### src/dbc_regs.svh
// Command codes, field positions, reset values and counts for the debug unit
`ifndef DBC_REGS_SVH
`define DBC_REGS_SVH

// ------------------------------------------------------------
// Command codes
// ------------------------------------------------------------
`define DBC_CMD_MASS_ERASE   8'h14
`define DBC_CMD_CFG_WRITE    8'h1D
`define DBC_CMD_CFG_READ     8'h24
`define DBC_CMD_PC_FETCH     8'h28
`define DBC_CMD_STATUS_READ  8'h34
`define DBC_CMD_BP_SET       8'h3B
`define DBC_CMD_HALT         8'h44
`define DBC_CMD_RESUME       8'h4C
`define DBC_CMD_INJECT_HI    6'h15
`define DBC_CMD_STEP         8'h5C
`define DBC_CMD_REPLACE_HI   6'h19
`define DBC_CMD_IDENT_READ   8'h68

// ------------------------------------------------------------
// Breakpoint operand fields
// ------------------------------------------------------------
`define DBC_BP_SLOT_HI       4
`define DBC_BP_SLOT_LO       3
`define DBC_BP_ENABLE_BIT    2
`define DBC_BP_SLOTS         4

// ------------------------------------------------------------
// Status byte fields
// ------------------------------------------------------------
`define DBC_ST_ERASE_DONE    7
`define DBC_ST_CPU_IDLE      6
`define DBC_ST_CPU_HALTED    5
`define DBC_ST_POWER_MODE0   4
`define DBC_ST_HALT_CAUSE    3
`define DBC_ST_DEBUG_LOCK    2

// ------------------------------------------------------------
// Reset values, identity and last receive bit index
// ------------------------------------------------------------
`define DBC_CFG_RESET        8'h00
`define DBC_PART_NUMBER      8'h5A
`define DBC_REVISION         8'h03
`define DBC_BITS_PER_BYTE    3'h7

`endif

### src/dbc_pkg.sv
// Types shared by the debug command unit
package dbc_pkg;

    typedef logic [7:0] dbc_byte_t;

    typedef enum logic [3:0] {
        DBC_ST_COMMAND = 4'b0001,
        DBC_ST_OPERAND = 4'b0010,
        DBC_ST_EXECUTE = 4'b0100,
        DBC_ST_REPLY   = 4'b1000
    } dbc_state_e;

endpackage

### src/dbc_debug_unit.sv
// Debug command decoder and hardware breakpoint unit behind a serial link
//
// Overview of operation
// - Four breakpoint slots: address plus enable
// - Enabled slot matching code address halts CPU
// - Operand one: slot bits 4:3, enable bit 2
// - Operands two, three: address high, low
// - Mass erase command starts erase, returns status
// - Configuration write stores byte, returns status
// - Configuration read returns last stored byte
// - Program counter fetch returns 16-bit PC
// - Status read returns debug status byte
// - Halt stops CPU, returns status
// - Resume restarts CPU, returns status
// - Injection runs host instruction, PC unchanged
// - Low two code bits give instruction length
// - Single step runs next instruction, advances PC
// - Step replace runs host instruction, advances PC
// - Identity read returns part number, revision
// - Link bytes travel MSB first, one to four
// - Locked unit runs only three commands; CPU control codes still refresh lock, inject/replace still load cpu_instr
// - Status bit 7 low while erase runs
`timescale 1ns/1ps
`include "dbc_regs.svh"

module dbc_debug_unit (
    input  wire logic        clock,
    input  wire logic        srst,
    // Serial debug link
    input  wire logic        dbg_clk,
    input  wire logic        dbg_data_in,
    output logic             dbg_data_out,
    output logic             dbg_data_oe_n,
    // CPU side
    input  wire logic [15:0] cpu_code_addr,
    input  wire logic [15:0] cpu_pc,
    input  wire logic        cpu_halted,
    input  wire logic        cpu_idle,
    input  wire logic        power_mode0,
    output logic             cpu_halt,
    output logic             cpu_step,
    output logic             cpu_inject,
    output logic             cpu_replace,
    output logic [1:0]       cpu_instr_len,
    output logic [23:0]      cpu_instr,
    // Flash and lock
    input  wire logic        erase_busy,
    input  wire logic        debug_lock_bit,
    output logic             erase_start,
    output logic [7:0]       debug_config
);

    // ------------------------------------------------------------
    // Decode helpers
    // ------------------------------------------------------------
    function automatic logic [1:0] operand_count(input logic [7:0] code);
        if (code == `DBC_CMD_BP_SET)
            operand_count = 2'd3;
        else if (code == `DBC_CMD_CFG_WRITE)
            operand_count = 2'd1;
        else if (code[7:2] == `DBC_CMD_INJECT_HI ||
                 code[7:2] == `DBC_CMD_REPLACE_HI)
            operand_count = code[1:0];
        else
            operand_count = 2'd0;
    endfunction

    function automatic logic allowed_when_locked(input logic [7:0] code);
        allowed_when_locked = (code == `DBC_CMD_MASS_ERASE) ||
                              (code == `DBC_CMD_STATUS_READ) ||
                              (code == `DBC_CMD_IDENT_READ);
    endfunction

    // ------------------------------------------------------------
    // Link synchronisers and edge detection
    // ------------------------------------------------------------
    logic [2:0] clk_sync;
    logic [1:0] din_sync;
    logic       link_rise;

    always_ff @(posedge clock) begin
        if (srst) begin
            clk_sync <= 3'b000;
            din_sync <= 2'b00;
        end else begin
            clk_sync <= {clk_sync[1:0], dbg_clk};
            din_sync <= {din_sync[0], dbg_data_in};
        end
    end

    assign link_rise = clk_sync[1] & ~clk_sync[2];

    // ------------------------------------------------------------
    // Byte receiver
    // ------------------------------------------------------------
    dbc_pkg::dbc_state_e state;
    dbc_pkg::dbc_byte_t  rx_shift;
    logic [2:0]          rx_bits;
    logic                byte_done;
    dbc_pkg::dbc_byte_t  rx_byte;

    always_ff @(posedge clock) begin
        if (srst) begin
            rx_shift  <= 8'h00;
            rx_bits   <= 3'h0;
            byte_done <= 1'b0;
            rx_byte   <= 8'h00;
        end else begin
            byte_done <= 1'b0;
            if (link_rise && state != dbc_pkg::DBC_ST_REPLY) begin
                rx_shift <= {rx_shift[6:0], din_sync[1]};
                rx_bits  <= rx_bits + 3'h1;
                if (rx_bits == `DBC_BITS_PER_BYTE) begin
                    byte_done <= 1'b1;
                    rx_byte   <= {rx_shift[6:0], din_sync[1]};
                end
            end
        end
    end

    // ------------------------------------------------------------
    // Command framing
    // ------------------------------------------------------------
    dbc_pkg::dbc_byte_t command;
    logic [1:0]         ops_left;
    logic [1:0]         op_index;
    dbc_pkg::dbc_byte_t operand [0:2];
    logic               reply_done;
    logic [1:0]         reply_len;

    always_ff @(posedge clock) begin
        if (srst) begin
            state    <= dbc_pkg::DBC_ST_COMMAND;
            command  <= 8'h00;
            ops_left <= 2'd0;
            op_index <= 2'd0;
            for (int i = 0; i < 3; i++) begin
                operand[i] <= 8'h00;
            end
        end else begin
            case (state)
                dbc_pkg::DBC_ST_COMMAND: begin
                    if (byte_done) begin
                        command  <= rx_byte;
                        op_index <= 2'd0;
                        ops_left <= operand_count(rx_byte);
                        if (operand_count(rx_byte) == 2'd0)
                            state <= dbc_pkg::DBC_ST_EXECUTE;
                        else
                            state <= dbc_pkg::DBC_ST_OPERAND;
                    end
                end
                dbc_pkg::DBC_ST_OPERAND: begin
                    if (byte_done) begin
                        operand[op_index] <= rx_byte;
                        op_index <= op_index + 2'd1;
                        ops_left <= ops_left - 2'd1;
                        if (ops_left == 2'd1)
                            state <= dbc_pkg::DBC_ST_EXECUTE;
                    end
                end
                dbc_pkg::DBC_ST_EXECUTE: begin
                    if (reply_len != 2'd0)
                        state <= dbc_pkg::DBC_ST_REPLY;
                    else
                        state <= dbc_pkg::DBC_ST_COMMAND;
                end
                dbc_pkg::DBC_ST_REPLY: begin
                    if (reply_done)
                        state <= dbc_pkg::DBC_ST_COMMAND;
                end
                default: begin
                    state <= dbc_pkg::DBC_ST_COMMAND;
                end
            endcase
        end
    end

    // ------------------------------------------------------------
    // Command execution
    // ------------------------------------------------------------
    logic       exec;
    logic       enabled;
    logic       lock_seen;
    logic       halt_by_bp;
    logic       bp_hit;
    logic [15:0] reply_word;
    logic [7:0] status_byte;
    logic       is_inject;
    logic       is_replace;

    assign exec       = (state == dbc_pkg::DBC_ST_EXECUTE);
    // Operands are always consumed so a locked command keeps framing
    assign enabled    = lock_seen | allowed_when_locked(command);
    assign is_inject  = command[7:2] == `DBC_CMD_INJECT_HI;
    assign is_replace = command[7:2] == `DBC_CMD_REPLACE_HI;

    always_comb begin
        status_byte = 8'h00;
        status_byte[`DBC_ST_ERASE_DONE] = ~erase_busy;
        status_byte[`DBC_ST_CPU_IDLE]   = cpu_idle;
        status_byte[`DBC_ST_CPU_HALTED] = cpu_halted;
        status_byte[`DBC_ST_POWER_MODE0] = power_mode0;
        status_byte[`DBC_ST_HALT_CAUSE] = halt_by_bp;
        status_byte[`DBC_ST_DEBUG_LOCK] = lock_seen;
    end

    always_comb begin
        reply_len  = 2'd0;
        reply_word = 16'h0000;
        if (enabled) begin
            case (command)
                `DBC_CMD_CFG_READ: begin
                    reply_len  = 2'd1;
                    reply_word = {debug_config, 8'h00};
                end
                `DBC_CMD_PC_FETCH: begin
                    reply_len  = 2'd2;
                    reply_word = cpu_pc;
                end
                `DBC_CMD_IDENT_READ: begin
                    reply_len  = 2'd2;
                    reply_word = {`DBC_PART_NUMBER, `DBC_REVISION};
                end
                `DBC_CMD_BP_SET: begin
                    reply_len  = 2'd0;
                end
                default: begin
                    // Every other command answers with one status byte
                    reply_len  = 2'd1;
                    reply_word = {status_byte, 8'h00};
                end
            endcase
        end
    end

    // Lock value is refreshed on reset and on CPU control commands
    always_ff @(posedge clock) begin
        if (srst) begin
            lock_seen <= debug_lock_bit;
        end else if (exec && (command == `DBC_CMD_HALT ||
                              command == `DBC_CMD_RESUME ||
                              command == `DBC_CMD_STEP ||
                              is_inject || is_replace)) begin
            lock_seen <= debug_lock_bit;
        end
    end

    always_ff @(posedge clock) begin
        if (srst) begin
            debug_config <= `DBC_CFG_RESET;
            erase_start  <= 1'b0;
        end else begin
            erase_start <= exec && enabled &&
                           command == `DBC_CMD_MASS_ERASE;
            if (exec && enabled && command == `DBC_CMD_CFG_WRITE)
                debug_config <= operand[0];
        end
    end

    // ------------------------------------------------------------
    // Breakpoints
    // ------------------------------------------------------------
    logic [15:0] bp_addr   [0:`DBC_BP_SLOTS-1];
    logic        bp_enable [0:`DBC_BP_SLOTS-1];
    logic [`DBC_BP_SLOTS-1:0] bp_match;

    genvar g;
    generate
        for (g = 0; g < `DBC_BP_SLOTS; g++) begin : gen_slot
            always_ff @(posedge clock) begin
                if (srst) begin
                    bp_addr[g]   <= 16'h0000;
                    bp_enable[g] <= 1'b0;
                end else if (exec && enabled &&
                             command == `DBC_CMD_BP_SET &&
                             operand[0][`DBC_BP_SLOT_HI:`DBC_BP_SLOT_LO]
                                 == 2'(g)) begin
                    bp_enable[g] <= operand[0][`DBC_BP_ENABLE_BIT];
                    bp_addr[g]   <= {operand[1], operand[2]};
                end
            end
            assign bp_match[g] = bp_enable[g] &&
                                 bp_addr[g] == cpu_code_addr;
        end
    endgenerate

    assign bp_hit = |bp_match;

    // ------------------------------------------------------------
    // CPU control
    // ------------------------------------------------------------
    always_ff @(posedge clock) begin
        if (srst) begin
            cpu_halt   <= 1'b0;
            halt_by_bp <= 1'b0;
        end else if (bp_hit && !cpu_halt) begin
            cpu_halt   <= 1'b1;
            halt_by_bp <= 1'b1;
        end else if (exec && enabled && command == `DBC_CMD_HALT) begin
            cpu_halt   <= 1'b1;
            halt_by_bp <= 1'b0;
        end else if (exec && enabled && command == `DBC_CMD_RESUME) begin
            cpu_halt   <= 1'b0;
        end
    end

    always_ff @(posedge clock) begin
        if (srst) begin
            cpu_step      <= 1'b0;
            cpu_inject    <= 1'b0;
            cpu_replace   <= 1'b0;
            cpu_instr_len <= 2'd0;
            cpu_instr     <= 24'h00_0000;
        end else begin
            cpu_step    <= exec && enabled &&
                           command == `DBC_CMD_STEP;
            cpu_inject  <= exec && enabled && is_inject;
            cpu_replace <= exec && enabled && is_replace;
            if (exec && (is_inject || is_replace)) begin
                cpu_instr_len <= command[1:0];
                cpu_instr     <= {operand[0], operand[1], operand[2]};
            end
        end
    end

    // ------------------------------------------------------------
    // Reply shifter: host samples on rising edge, unit moves on after it
    // ------------------------------------------------------------
    logic [15:0] tx_shift;
    logic [4:0]  tx_left;

    assign reply_done = (state == dbc_pkg::DBC_ST_REPLY) && link_rise &&
                        tx_left == 5'd1;

    always_ff @(posedge clock) begin
        if (srst) begin
            tx_shift      <= 16'h0000;
            tx_left       <= 5'd0;
            dbg_data_out  <= 1'b0;
            dbg_data_oe_n <= 1'b1;
        end else if (exec && reply_len != 2'd0) begin
            tx_shift      <= {reply_word[14:0], 1'b0};
            tx_left       <= (reply_len == 2'd2) ? 5'd16 : 5'd8;
            dbg_data_out  <= reply_word[15];
            dbg_data_oe_n <= 1'b0;
        end else if (state == dbc_pkg::DBC_ST_REPLY && link_rise) begin
            // The fall closing the command lands inside the reply, so
            // only a seen rise may move the next bit out
            tx_left      <= tx_left - 5'd1;
            dbg_data_out <= tx_shift[15];
            tx_shift     <= {tx_shift[14:0], 1'b0};
            if (tx_left == 5'd1)
                dbg_data_oe_n <= 1'b1;
        end
    end

endmodule

### config.mk
export PLATFORM = sky130hd
export DESIGN_NAME = dbc_debug_unit
export DESIGN_NICKNAME = d
export VERILOG_FILES = /design/src/dbc_pkg.sv /design/src/dbc_debug_unit.sv
export VERILOG_INCLUDE_DIRS = /design/src
export SDC_FILE = /design/constraint.sdc
export NUM_CORES = 1
export LEC_CHECK = 0
export ABC_AREA = 1
export CORE_MARGIN = 1.5
export CORE_UTILIZATION = 51
export DETAILED_ROUTE_END_ITERATION = 6
export DONT_BUFFER_PORTS = 1
export GPL_TIMING_DRIVEN = 0
export MAX_ROUTING_LAYER = met4
export PLACE_DENSITY = 0.66
export SYNTH_ARGS = -nofsm -noshare
export SYNTH_HDL_FRONTEND = slang
export SYNTH_SLANG_ARGS = --single-unit
### constraint.sdc
create_clock -name clock -period 2.98 [get_ports clock]
set_clock_uncertainty 0.15 [all_clocks]
set_input_delay 0.298 -clock clock [delete_from_list [all_inputs] [get_ports clock]]
set_output_delay 0.298 -clock clock [all_outputs]
set_load 0.1 [all_outputs]
Yosys cells after proc, flatten, opt, wreduce, memory -nomap -nowiden

Memories as Yosys holds them, arrays and structs flattened.
Index checks and enable logic that the tools add are counted.

Add/sub/neg operators: 4
Equality and inequality tests: 36
Mux-type cells: 69
Bitwise logic cells: 13
Reduce and logical (&&, ||, !) cells: 51

Operator list:

| kind                | number |
|---|---|
| $mux 16             | 7 |
| $eq 16x16->1        | 4 |
| $pmux 16 s4         | 1 |
| $eq 8x6->1 const B  | 5 |
| $mux 1              | 36 |
| $eq 8x7->1 const B  | 4 |
| $eq 6x5->1 const B  | 4 |
| $eq 8x5->1 const B  | 3 |
| $logic_and 1x1->1   | 24 |
| $mux 2              | 11 |
| $mux 4              | 5 |
| $pmux 4 s4          | 1 |
| $mux 5              | 3 |
| $pmux 2 s2          | 3 |
| $reduce_bool 2->1   | 6 |
| $or 1x1->1          | 9 |
| $logic_or 1x1->1    | 8 |
| $mux 8              | 1 |
| $ne 2x2->1 const B  | 4 |
| $reduce_or 8->1     | 1 |
| $eq 2x2->1 const B  | 3 |
| $reduce_and 2->1    | 3 |
| $eq 5x1->1 const B  | 1 |
| $sub 5x1->5 const B | 1 |
| other kinds (20)    | 25 |

Bits in registers: 103
Memory bits (writable): 92
Input bits: 41
Output and inout port bits: 41
Logic and storage cells: 200
Memories: 3

Memories:

| name      | depth | bits a word | read ports | clocked after memory_dff | wr ports | line                  | text |
|---|---|---|---|---|---|---|---|
| bp_addr   | 4     | 16          | 4          | 0                        | 4        | dbc_debug_unit.sv:264 | `` logic [15:0] bp_addr [0:`DBC_BP_SLOTS-1]; `` |
| operand   | 3     | 8           | 3          | 0                        | 3        | dbc_debug_unit.sv:127 | `dbc_pkg::dbc_byte_t operand [0:2];` |
| bp_enable | 4     | 1           | 4          | 0                        | 4        | dbc_debug_unit.sv:265 | `` logic bp_enable [0:`DBC_BP_SLOTS-1]; `` |

Longest topological paths before layout

Gate-level depths: netlist (run 1).

Depth after elaboration: 12
Gate-level depth with buffers: 14
Mapped depth without buffers: 14

Least setup slack after synthesis (run 1)

No wires, ideal clock.

Path kind: input -> register
From: in srst
To: mem bp_addr[0][0] (enable)
Setup time: 0.374 ns
Data arrival time: 1.619 ns
Data required time: 2.456 ns
Slack: 0.838 ns
Cell stages on the path: 5
Path buffers: 3
Path through: clkbuf_1 > clkinv_1 > buf_1 > clkbuf_1 > nand2_1

RTL lines:

| item               | line                  | text |
|---|---|---|
| start: declaration | dbc_debug_unit.sv:28  | `input wire logic srst,` |
| end: declaration   | dbc_debug_unit.sv:264 |  |

==> results of run 1 <==
## layer usage
layer / GRT usage / vias to the layer above / share of wire
met5: - / - / 0
met4: 0.114 / 0 / 0.034
met3: 0.0423 / 44 / 0.045
met2: 0.464 / 167 / 0.51
met1: 0.307 / 3233 / 0.41
li1: - / 3539 / -
## power by group through the flow
stage	sequential (uW)	clock, uW	combinational (uW)
after detailed placement	2940	0	240
final	2880	2220	260
after floorplan	2930	0	170
after CTS	2880	2250	261
after global routing	2890	2350	293
after global placement	2940	0	237
## worst max-delay path by stage
stage,startpoint,to,slack [ps],cells after the start
6_report,srst,bp_addr[1][13],130,5
5_1_grt,srst,bp_addr[1][11],-30,5
4_1_cts,srst,bp_addr[0][9],70,5
3_5_place_dp,srst,bp_addr[0][10],-410,5
3_3_place_gp,srst,bp_addr[1][12],-310,5
2_1_floorplan,srst,bp_addr[0][0],840,5
## state kept, by name (all words and copies together), names as in the netlist, 7 cells and up
name          flops
bp_addr          64
cpu_instr        24
operand          24
tx_shift         15
command           8
debug_config      8
rx_byte           8
rx_shift          7
## cell usage in the layout, fill, tap and decap left out, types with 2 or more instances in the layout
cell / count
nand2_2: 4
nor3_2: 3
buf_2: 9
or2_2: 6
inv_6: 3
xor2_1: 8
nor2_2: 4
o211ai_1: 5
a211oi_1: 6
a21oi_1: 55
o21ai_0: 94
edfxtp_1: 93
nor4_1: 2
nor2_1: 198
ha_1: 8
nand4_2: 2
nor3_1: 4
nand4_1: 2
nand3_4: 2
o31ai_1: 3
clkbuf_16: 19
inv_1: 129
inv_4: 2
buf_6: 2
nand3_1: 46
inv_2: 6
clkbuf_1: 19
nand2_1: 249
clkinv_4: 3
dfxtp_1: 102
clkinv_1: 3
xnor2_1: 6
dlygate4sd3_1: 18
## kinds of logic (layout without fill, tap and decap cells)
| group | Yosys count | after routing | synth area share |
|---|---|---|---|
| AND/OR/NAND/NOR | 529 | 529 | 0.250 |
| flip-flops | 195 | 195 | 0.550 |
| buffers and inverters | 168 | 218 | 0.0752 |
| AO/OA/AOI/OAI | 166 | 166 | 0.0991 |
| XOR/XNOR | 14 | 14 | 0.0140 |
| adder cells (fa/ha/maj) | 8 | 8 | 0.0114 |
## critical path, cell delays in order
cell,delay (ps)
clkbuf_1,210
clkinv_1,250
buf_1,630
clkbuf_1,570
nand2_1,700
## timing repair
action / in CTS / in global routing
endpoints found under the setup margin: 0 / 17
resized for setup: 0 / 1
hold endpoints to repair: 18 / 0
setup buffers: 0 / 0
hold buffers: 18 / 0
## final cells by class
class	count	area [um2]
fillers	1521	6880
flip-flops and latches	195	4830
clock buffers	20	479
plain buffers	31	146
inverters	137	514
multi-input cells	717	3300
clock inverters	12	92.6
repair buffers	18	180
well taps	220	275
## metrics by stage
step | worst slack (ps) | cell area (um2)
2_1_floorplan | 838 | 8790
3_3_place_gp | -306 | 9060
3_5_place_dp | -406 | 9060
4_1_cts | 66.9 | 9820
5_1_grt | -28.7 | 9820
6_report | 130 | 9820
==> impl_metrics.env, run 1 <==
export IMPL_cp_arrival_ps=2680
export IMPL_synth_flop_cell="dfxtp_1"
export IMPL_r2r_start="command[0]"
export IMPL_vdd_drop_max_mv=0.397
export IMPL_seqPwrFrac=0.538
export IMPL_yosysMostFrequentCell="nand2_1"
export IMPL_vias=6983
export IMPL_rows=47
export IMPL_timing_final_crit_share=0.957
export IMPL_nets=1166
export IMPL_slew_headroom=0.278
export IMPL_drt_wirelength_per_cell_um=16.5
export IMPL_dieArea_um2=18000
export IMPL_cts_made_buffers=17
export IMPL_worst_setup_path_type="in -> reg"
export IMPL_gp_congestion=0.894
export IMPL_worst_pin_slew_ps=1080
export IMPL_gr_usage_all_layers=0.267
export IMPL_crit_required_ps=2810
export IMPL_final_setup_viol_count=0
export IMPL_h_tree_depth=4
export IMPL_ys_top_cells_by_area="edfxtp_1 32%, dfxtp_1 23%, nand2_1 11%, nor2_1 8.5%, inv_1 5.5%"
export IMPL_diodes=0
export IMPL_synthCells=1080
export IMPL_synthesis_area_um2=8790
export IMPL_grt_pass1_wl_um=35200
export IMPL_drt_initial_drc_count=561
export IMPL_max_cap_violations=0
export IMPL_run_status="completed"
export IMPL_slew_violations=0
export IMPL_hold_depth=4
export IMPL_min_to="tx_shift[14]"
export IMPL_initial_core_util=0.526
export IMPL_ys_top_cells_by_count="250 x nand2_1, 198 x nor2_1, 129 x inv_1, 102 x dfxtp_1, 94 x o21ai_0"
export IMPL_yosysTopAreaCell="edfxtp_1"
export IMPL_cts_root_buf="clkbuf_16"
export IMPL_grt_pass1_vias=6747
export IMPL_total_power_uw=5360
export IMPL_layout_drive_gt1_share=0.0646
export IMPL_p_int_uw=4120
export IMPL_wl_um=22300
export IMPL_power_frac_clock=0.414
export IMPL_power_density_nw_per_um2=546
export IMPL_synth_edf_count=93
export IMPL_utilization=0.588
export IMPL_vias_per_cell=5.17
export IMPL_ys_types=40
export IMPL_cts_buffer_depth=2
export IMPL_insertion_delay_ps=430
export IMPL_hold_viol=0
export IMPL_r2r_setup_slack_ps=300
export IMPL_min_period_ps=2850
export IMPL_dp_hpwl_um=16100
export IMPL_clock_sinks=195
export IMPL_switchingPower_uw=1250
export IMPL_crit_fanout=17
export IMPL_die_width_um=134
export IMPL_firstDrtPassIters=5
export IMPL_p_leak_uw=0.00413
export IMPL_grt_max_degree=18
export IMPL_coreArea_um2=16700
export IMPL_ant_nets=0
export IMPL_power_frac_comb=0.048
export IMPL_ys_seq_area_frac=0.550
export IMPL_start_kind="primary input"
export IMPL_r2r_cells=9
export IMPL_gr_total_overflow=0
export IMPL_async_flop_share=0
export IMPL_io_pins=82
export IMPL_ys_warn_count=0
export IMPL_die_h_um=134
export IMPL_avgSynthCellArea_um2=8.14
export IMPL_hold_path_startpoint="cpu_pc[13]"
export IMPL_port_buffers=0
export IMPL_ys_ff_latch=195
export IMPL_cts_tree="done"
export IMPL_end_kind="flop"
export IMPL_max_freq_ghz=0.351
export IMPL_fin_setup_tns_ps=0
export IMPL_hp_class="in -> reg"
export IMPL_holdWs_ps=72.6
export IMPL_rsz0062_at_grt="true"
export IMPL_dp_cells=1300
export IMPL_cts_clk_slew_worst_paths_ps=70
export IMPL_antenna_found_initial=0
export IMPL_fin_cells=1350
export IMPL_drcViolationCount=0
export IMPL_area_delta_synth_final_pct=11.7
export IMPL_switching_share=0.232
export IMPL_syn_nets=1129
export IMPL_rr_endpoint="bp_addr[1][13]"
export IMPL_yosys_area_top_type_share=0.318
Note: power is estimated with default switching activity, not from simulation.
==> run 2: changes to the inputs <==
--- a/config.mk
+++ b/config.mk
@@ -9,6 +9,7 @@
 export ABC_AREA = 1
 export CORE_MARGIN = 1.5
 export CORE_UTILIZATION = 51
+export CTS_BUF_LIST = sky130_fd_sc_hd__clkbuf_4 sky130_fd_sc_hd__clkbuf_8
 export DETAILED_ROUTE_END_ITERATION = 6
 export DONT_BUFFER_PORTS = 1
 export GPL_TIMING_DRIVEN = 0
==> impl_metrics.env, run 2 (same netlist as run 1, synthesis figures left out) <==
export IMPL_hp_class="in -> reg"
export IMPL_grt_pass1_wl_um=34900
export IMPL_drt_initial_drc_count=533
export IMPL_power_density_nw_per_um2=506
export IMPL_max_cap_violations=0
export IMPL_wl_um=22200
export IMPL_setup_slack_ps=106
export IMPL_worst_setup_path_type="in -> reg"
export IMPL_final_setup_viol_count=0
export IMPL_power_frac_clock=0.357
export IMPL_layout_drive_gt1_share=0.0654
export IMPL_regMostFlops="bp_addr"
export IMPL_max_freq_ghz=0.348
export IMPL_drcViolationCount=0
export IMPL_cp_arrival_ps=2740
export IMPL_diodes=0
export IMPL_r2r_setup_slack_ps=280
export IMPL_vias_per_cell=5.20
export IMPL_ant_nets=0
export IMPL_p_leak_uw=0.00406
export IMPL_gp_congestion=0.894
export IMPL_crit_required_ps=2850
export IMPL_run_status="completed"
export IMPL_slew_violations=0
export IMPL_cts_tree="done"
export IMPL_cts_buffer_depth=2
export IMPL_gr_total_overflow=0
export IMPL_dp_cells=1300
export IMPL_fin_cells=1351
export IMPL_dieArea_um2=18000
export IMPL_cts_root_buf="clkbuf_8"
export IMPL_firstDrtPassIters=5
export IMPL_dp_worst_setup_slack_ps=-406
export IMPL_fin_setup_tns_ps=0
export IMPL_port_buffers=0
export IMPL_cts_clk_slew_worst_paths_ps=100
export IMPL_final_cell_mix="249 x nand2_1, 198 x nor2_1, 129 x inv_1"
export IMPL_rsz0062_at_grt="false"
export IMPL_rows=47
export IMPL_final_common_cell="nand2_1"
export IMPL_dp_hpwl_um=16100
export IMPL_h_tree_depth=4
export IMPL_seqPwrFrac=0.590
export IMPL_initial_core_util=0.526
export IMPL_worst_pin_slew_ps=1090
export IMPL_slew_headroom=0.271
export IMPL_largest_register_ffs=64
export IMPL_switching_share=0.242
export IMPL_nets=1167
export IMPL_min_period_ps=2870
export IMPL_power_frac_comb=0.053
export IMPL_insertion_delay_ps=470
export IMPL_area_delta_synth_final_pct=9.81
export IMPL_die_width_um=134
export IMPL_die_h_um=134
export IMPL_p_int_uw=3700
export IMPL_hold_viol=0
export IMPL_io_pins=82
export IMPL_largestRegisters="bp_addr x64, cpu_instr x24, operand x24"
export IMPL_utilization=0.578
export IMPL_clock_sinks=195
export IMPL_gr_usage_all_layers=0.265
export IMPL_grt_pass1_vias=6753
export IMPL_drt_wirelength_per_cell_um=16.5
export IMPL_crit_fanout=17
export IMPL_end_kind="flop"
export IMPL_vdd_drop_max_mv=0.316
export IMPL_timing_final_crit_share=0.964
export IMPL_switchingPower_uw=1180
export IMPL_coreArea_um2=16700
export IMPL_holdWs_ps=114
export IMPL_cts_made_buffers=17
export IMPL_vias=7020
export IMPL_start_kind="primary input"
export IMPL_fillCellCount=1543
export IMPL_antenna_found_initial=0
export IMPL_grt_max_degree=18
run 2: cell types whose count changed in the layout (fill, tap and decap cells not counted), sizes merged:
cell and change:
clkbuf -2, dlygate4sd3 +1, bufinv +2
run 2: worst paths after layout:
check / depth (start not counted) / start / end
worst max-delay path: 5 / srst / bp_addr[1][13]
worst min-delay path: 5 / cpu_pc[15] / dbg_data_out
worst max register to register: 9 / command[0] / bp_addr[1][13]
worst min register to register: 2 / clk_sync[0] / clk_sync[1]
run 2: area by class of cell:
type,instances,area (um2),area share
inverters,137,514,0.0533
multi-input cells,717,3300,0.342
clock buffers,18,241,0.0250
flip-flops and latches,195,4830,0.501
plain buffers,31,146,0.0152
repair buffers,19,190,0.0197
well taps,220,275,0.0285
clock inverters,14,153,0.0158
run 2: power by group through the flow:
| stage | logic (uW) | registers (uW) | clock network, uW |
|---|---|---|---|
| floorplan | 170 | 2930 | 0 |
| global placement | 237 | 2940 | 0 |
| detailed placement | 240 | 2940 | 0 |
| CTS | 261 | 2880 | 1760 |
| global route | 293 | 2890 | 1850 |
| finish | 260 | 2880 | 1740 |
run 2: timing repair:
action | in CTS | in global routing
buffers inserted | 0 | 0
hold endpoints to repair | 18 | 0
resized for setup | 0 | 1
setup endpoints to repair | 0 | 14
hold buffers | 19 | 0
run 2: critical path, cell delays in order:
cell	delay [ps]
clkbuf_1	230
clkinv_1	260
buf_1	650
clkbuf_1	580
nand2_1	700
run 2: metal layers:
layer,vias to the layer above,share of wire,track usage
met5,-,0,-
met4,0,0.034,0.118
met3,42,0.047,0.0442
met2,189,0.50,0.455
met1,3245,0.42,0.306
li1,3544,-,-
run 2: through the flow:
| stage | total power [uW] | area, um2 |
|---|---|---|
| 2_1_floorplan | 3100 | 8790 |
| 3_3_place_gp | 3180 | 9060 |
| 3_5_place_dp | 3180 | 9060 |
| 4_1_cts | 4900 | 9650 |
| 5_1_grt | 5030 | 9650 |
| 6_report | 4890 | 9650 |
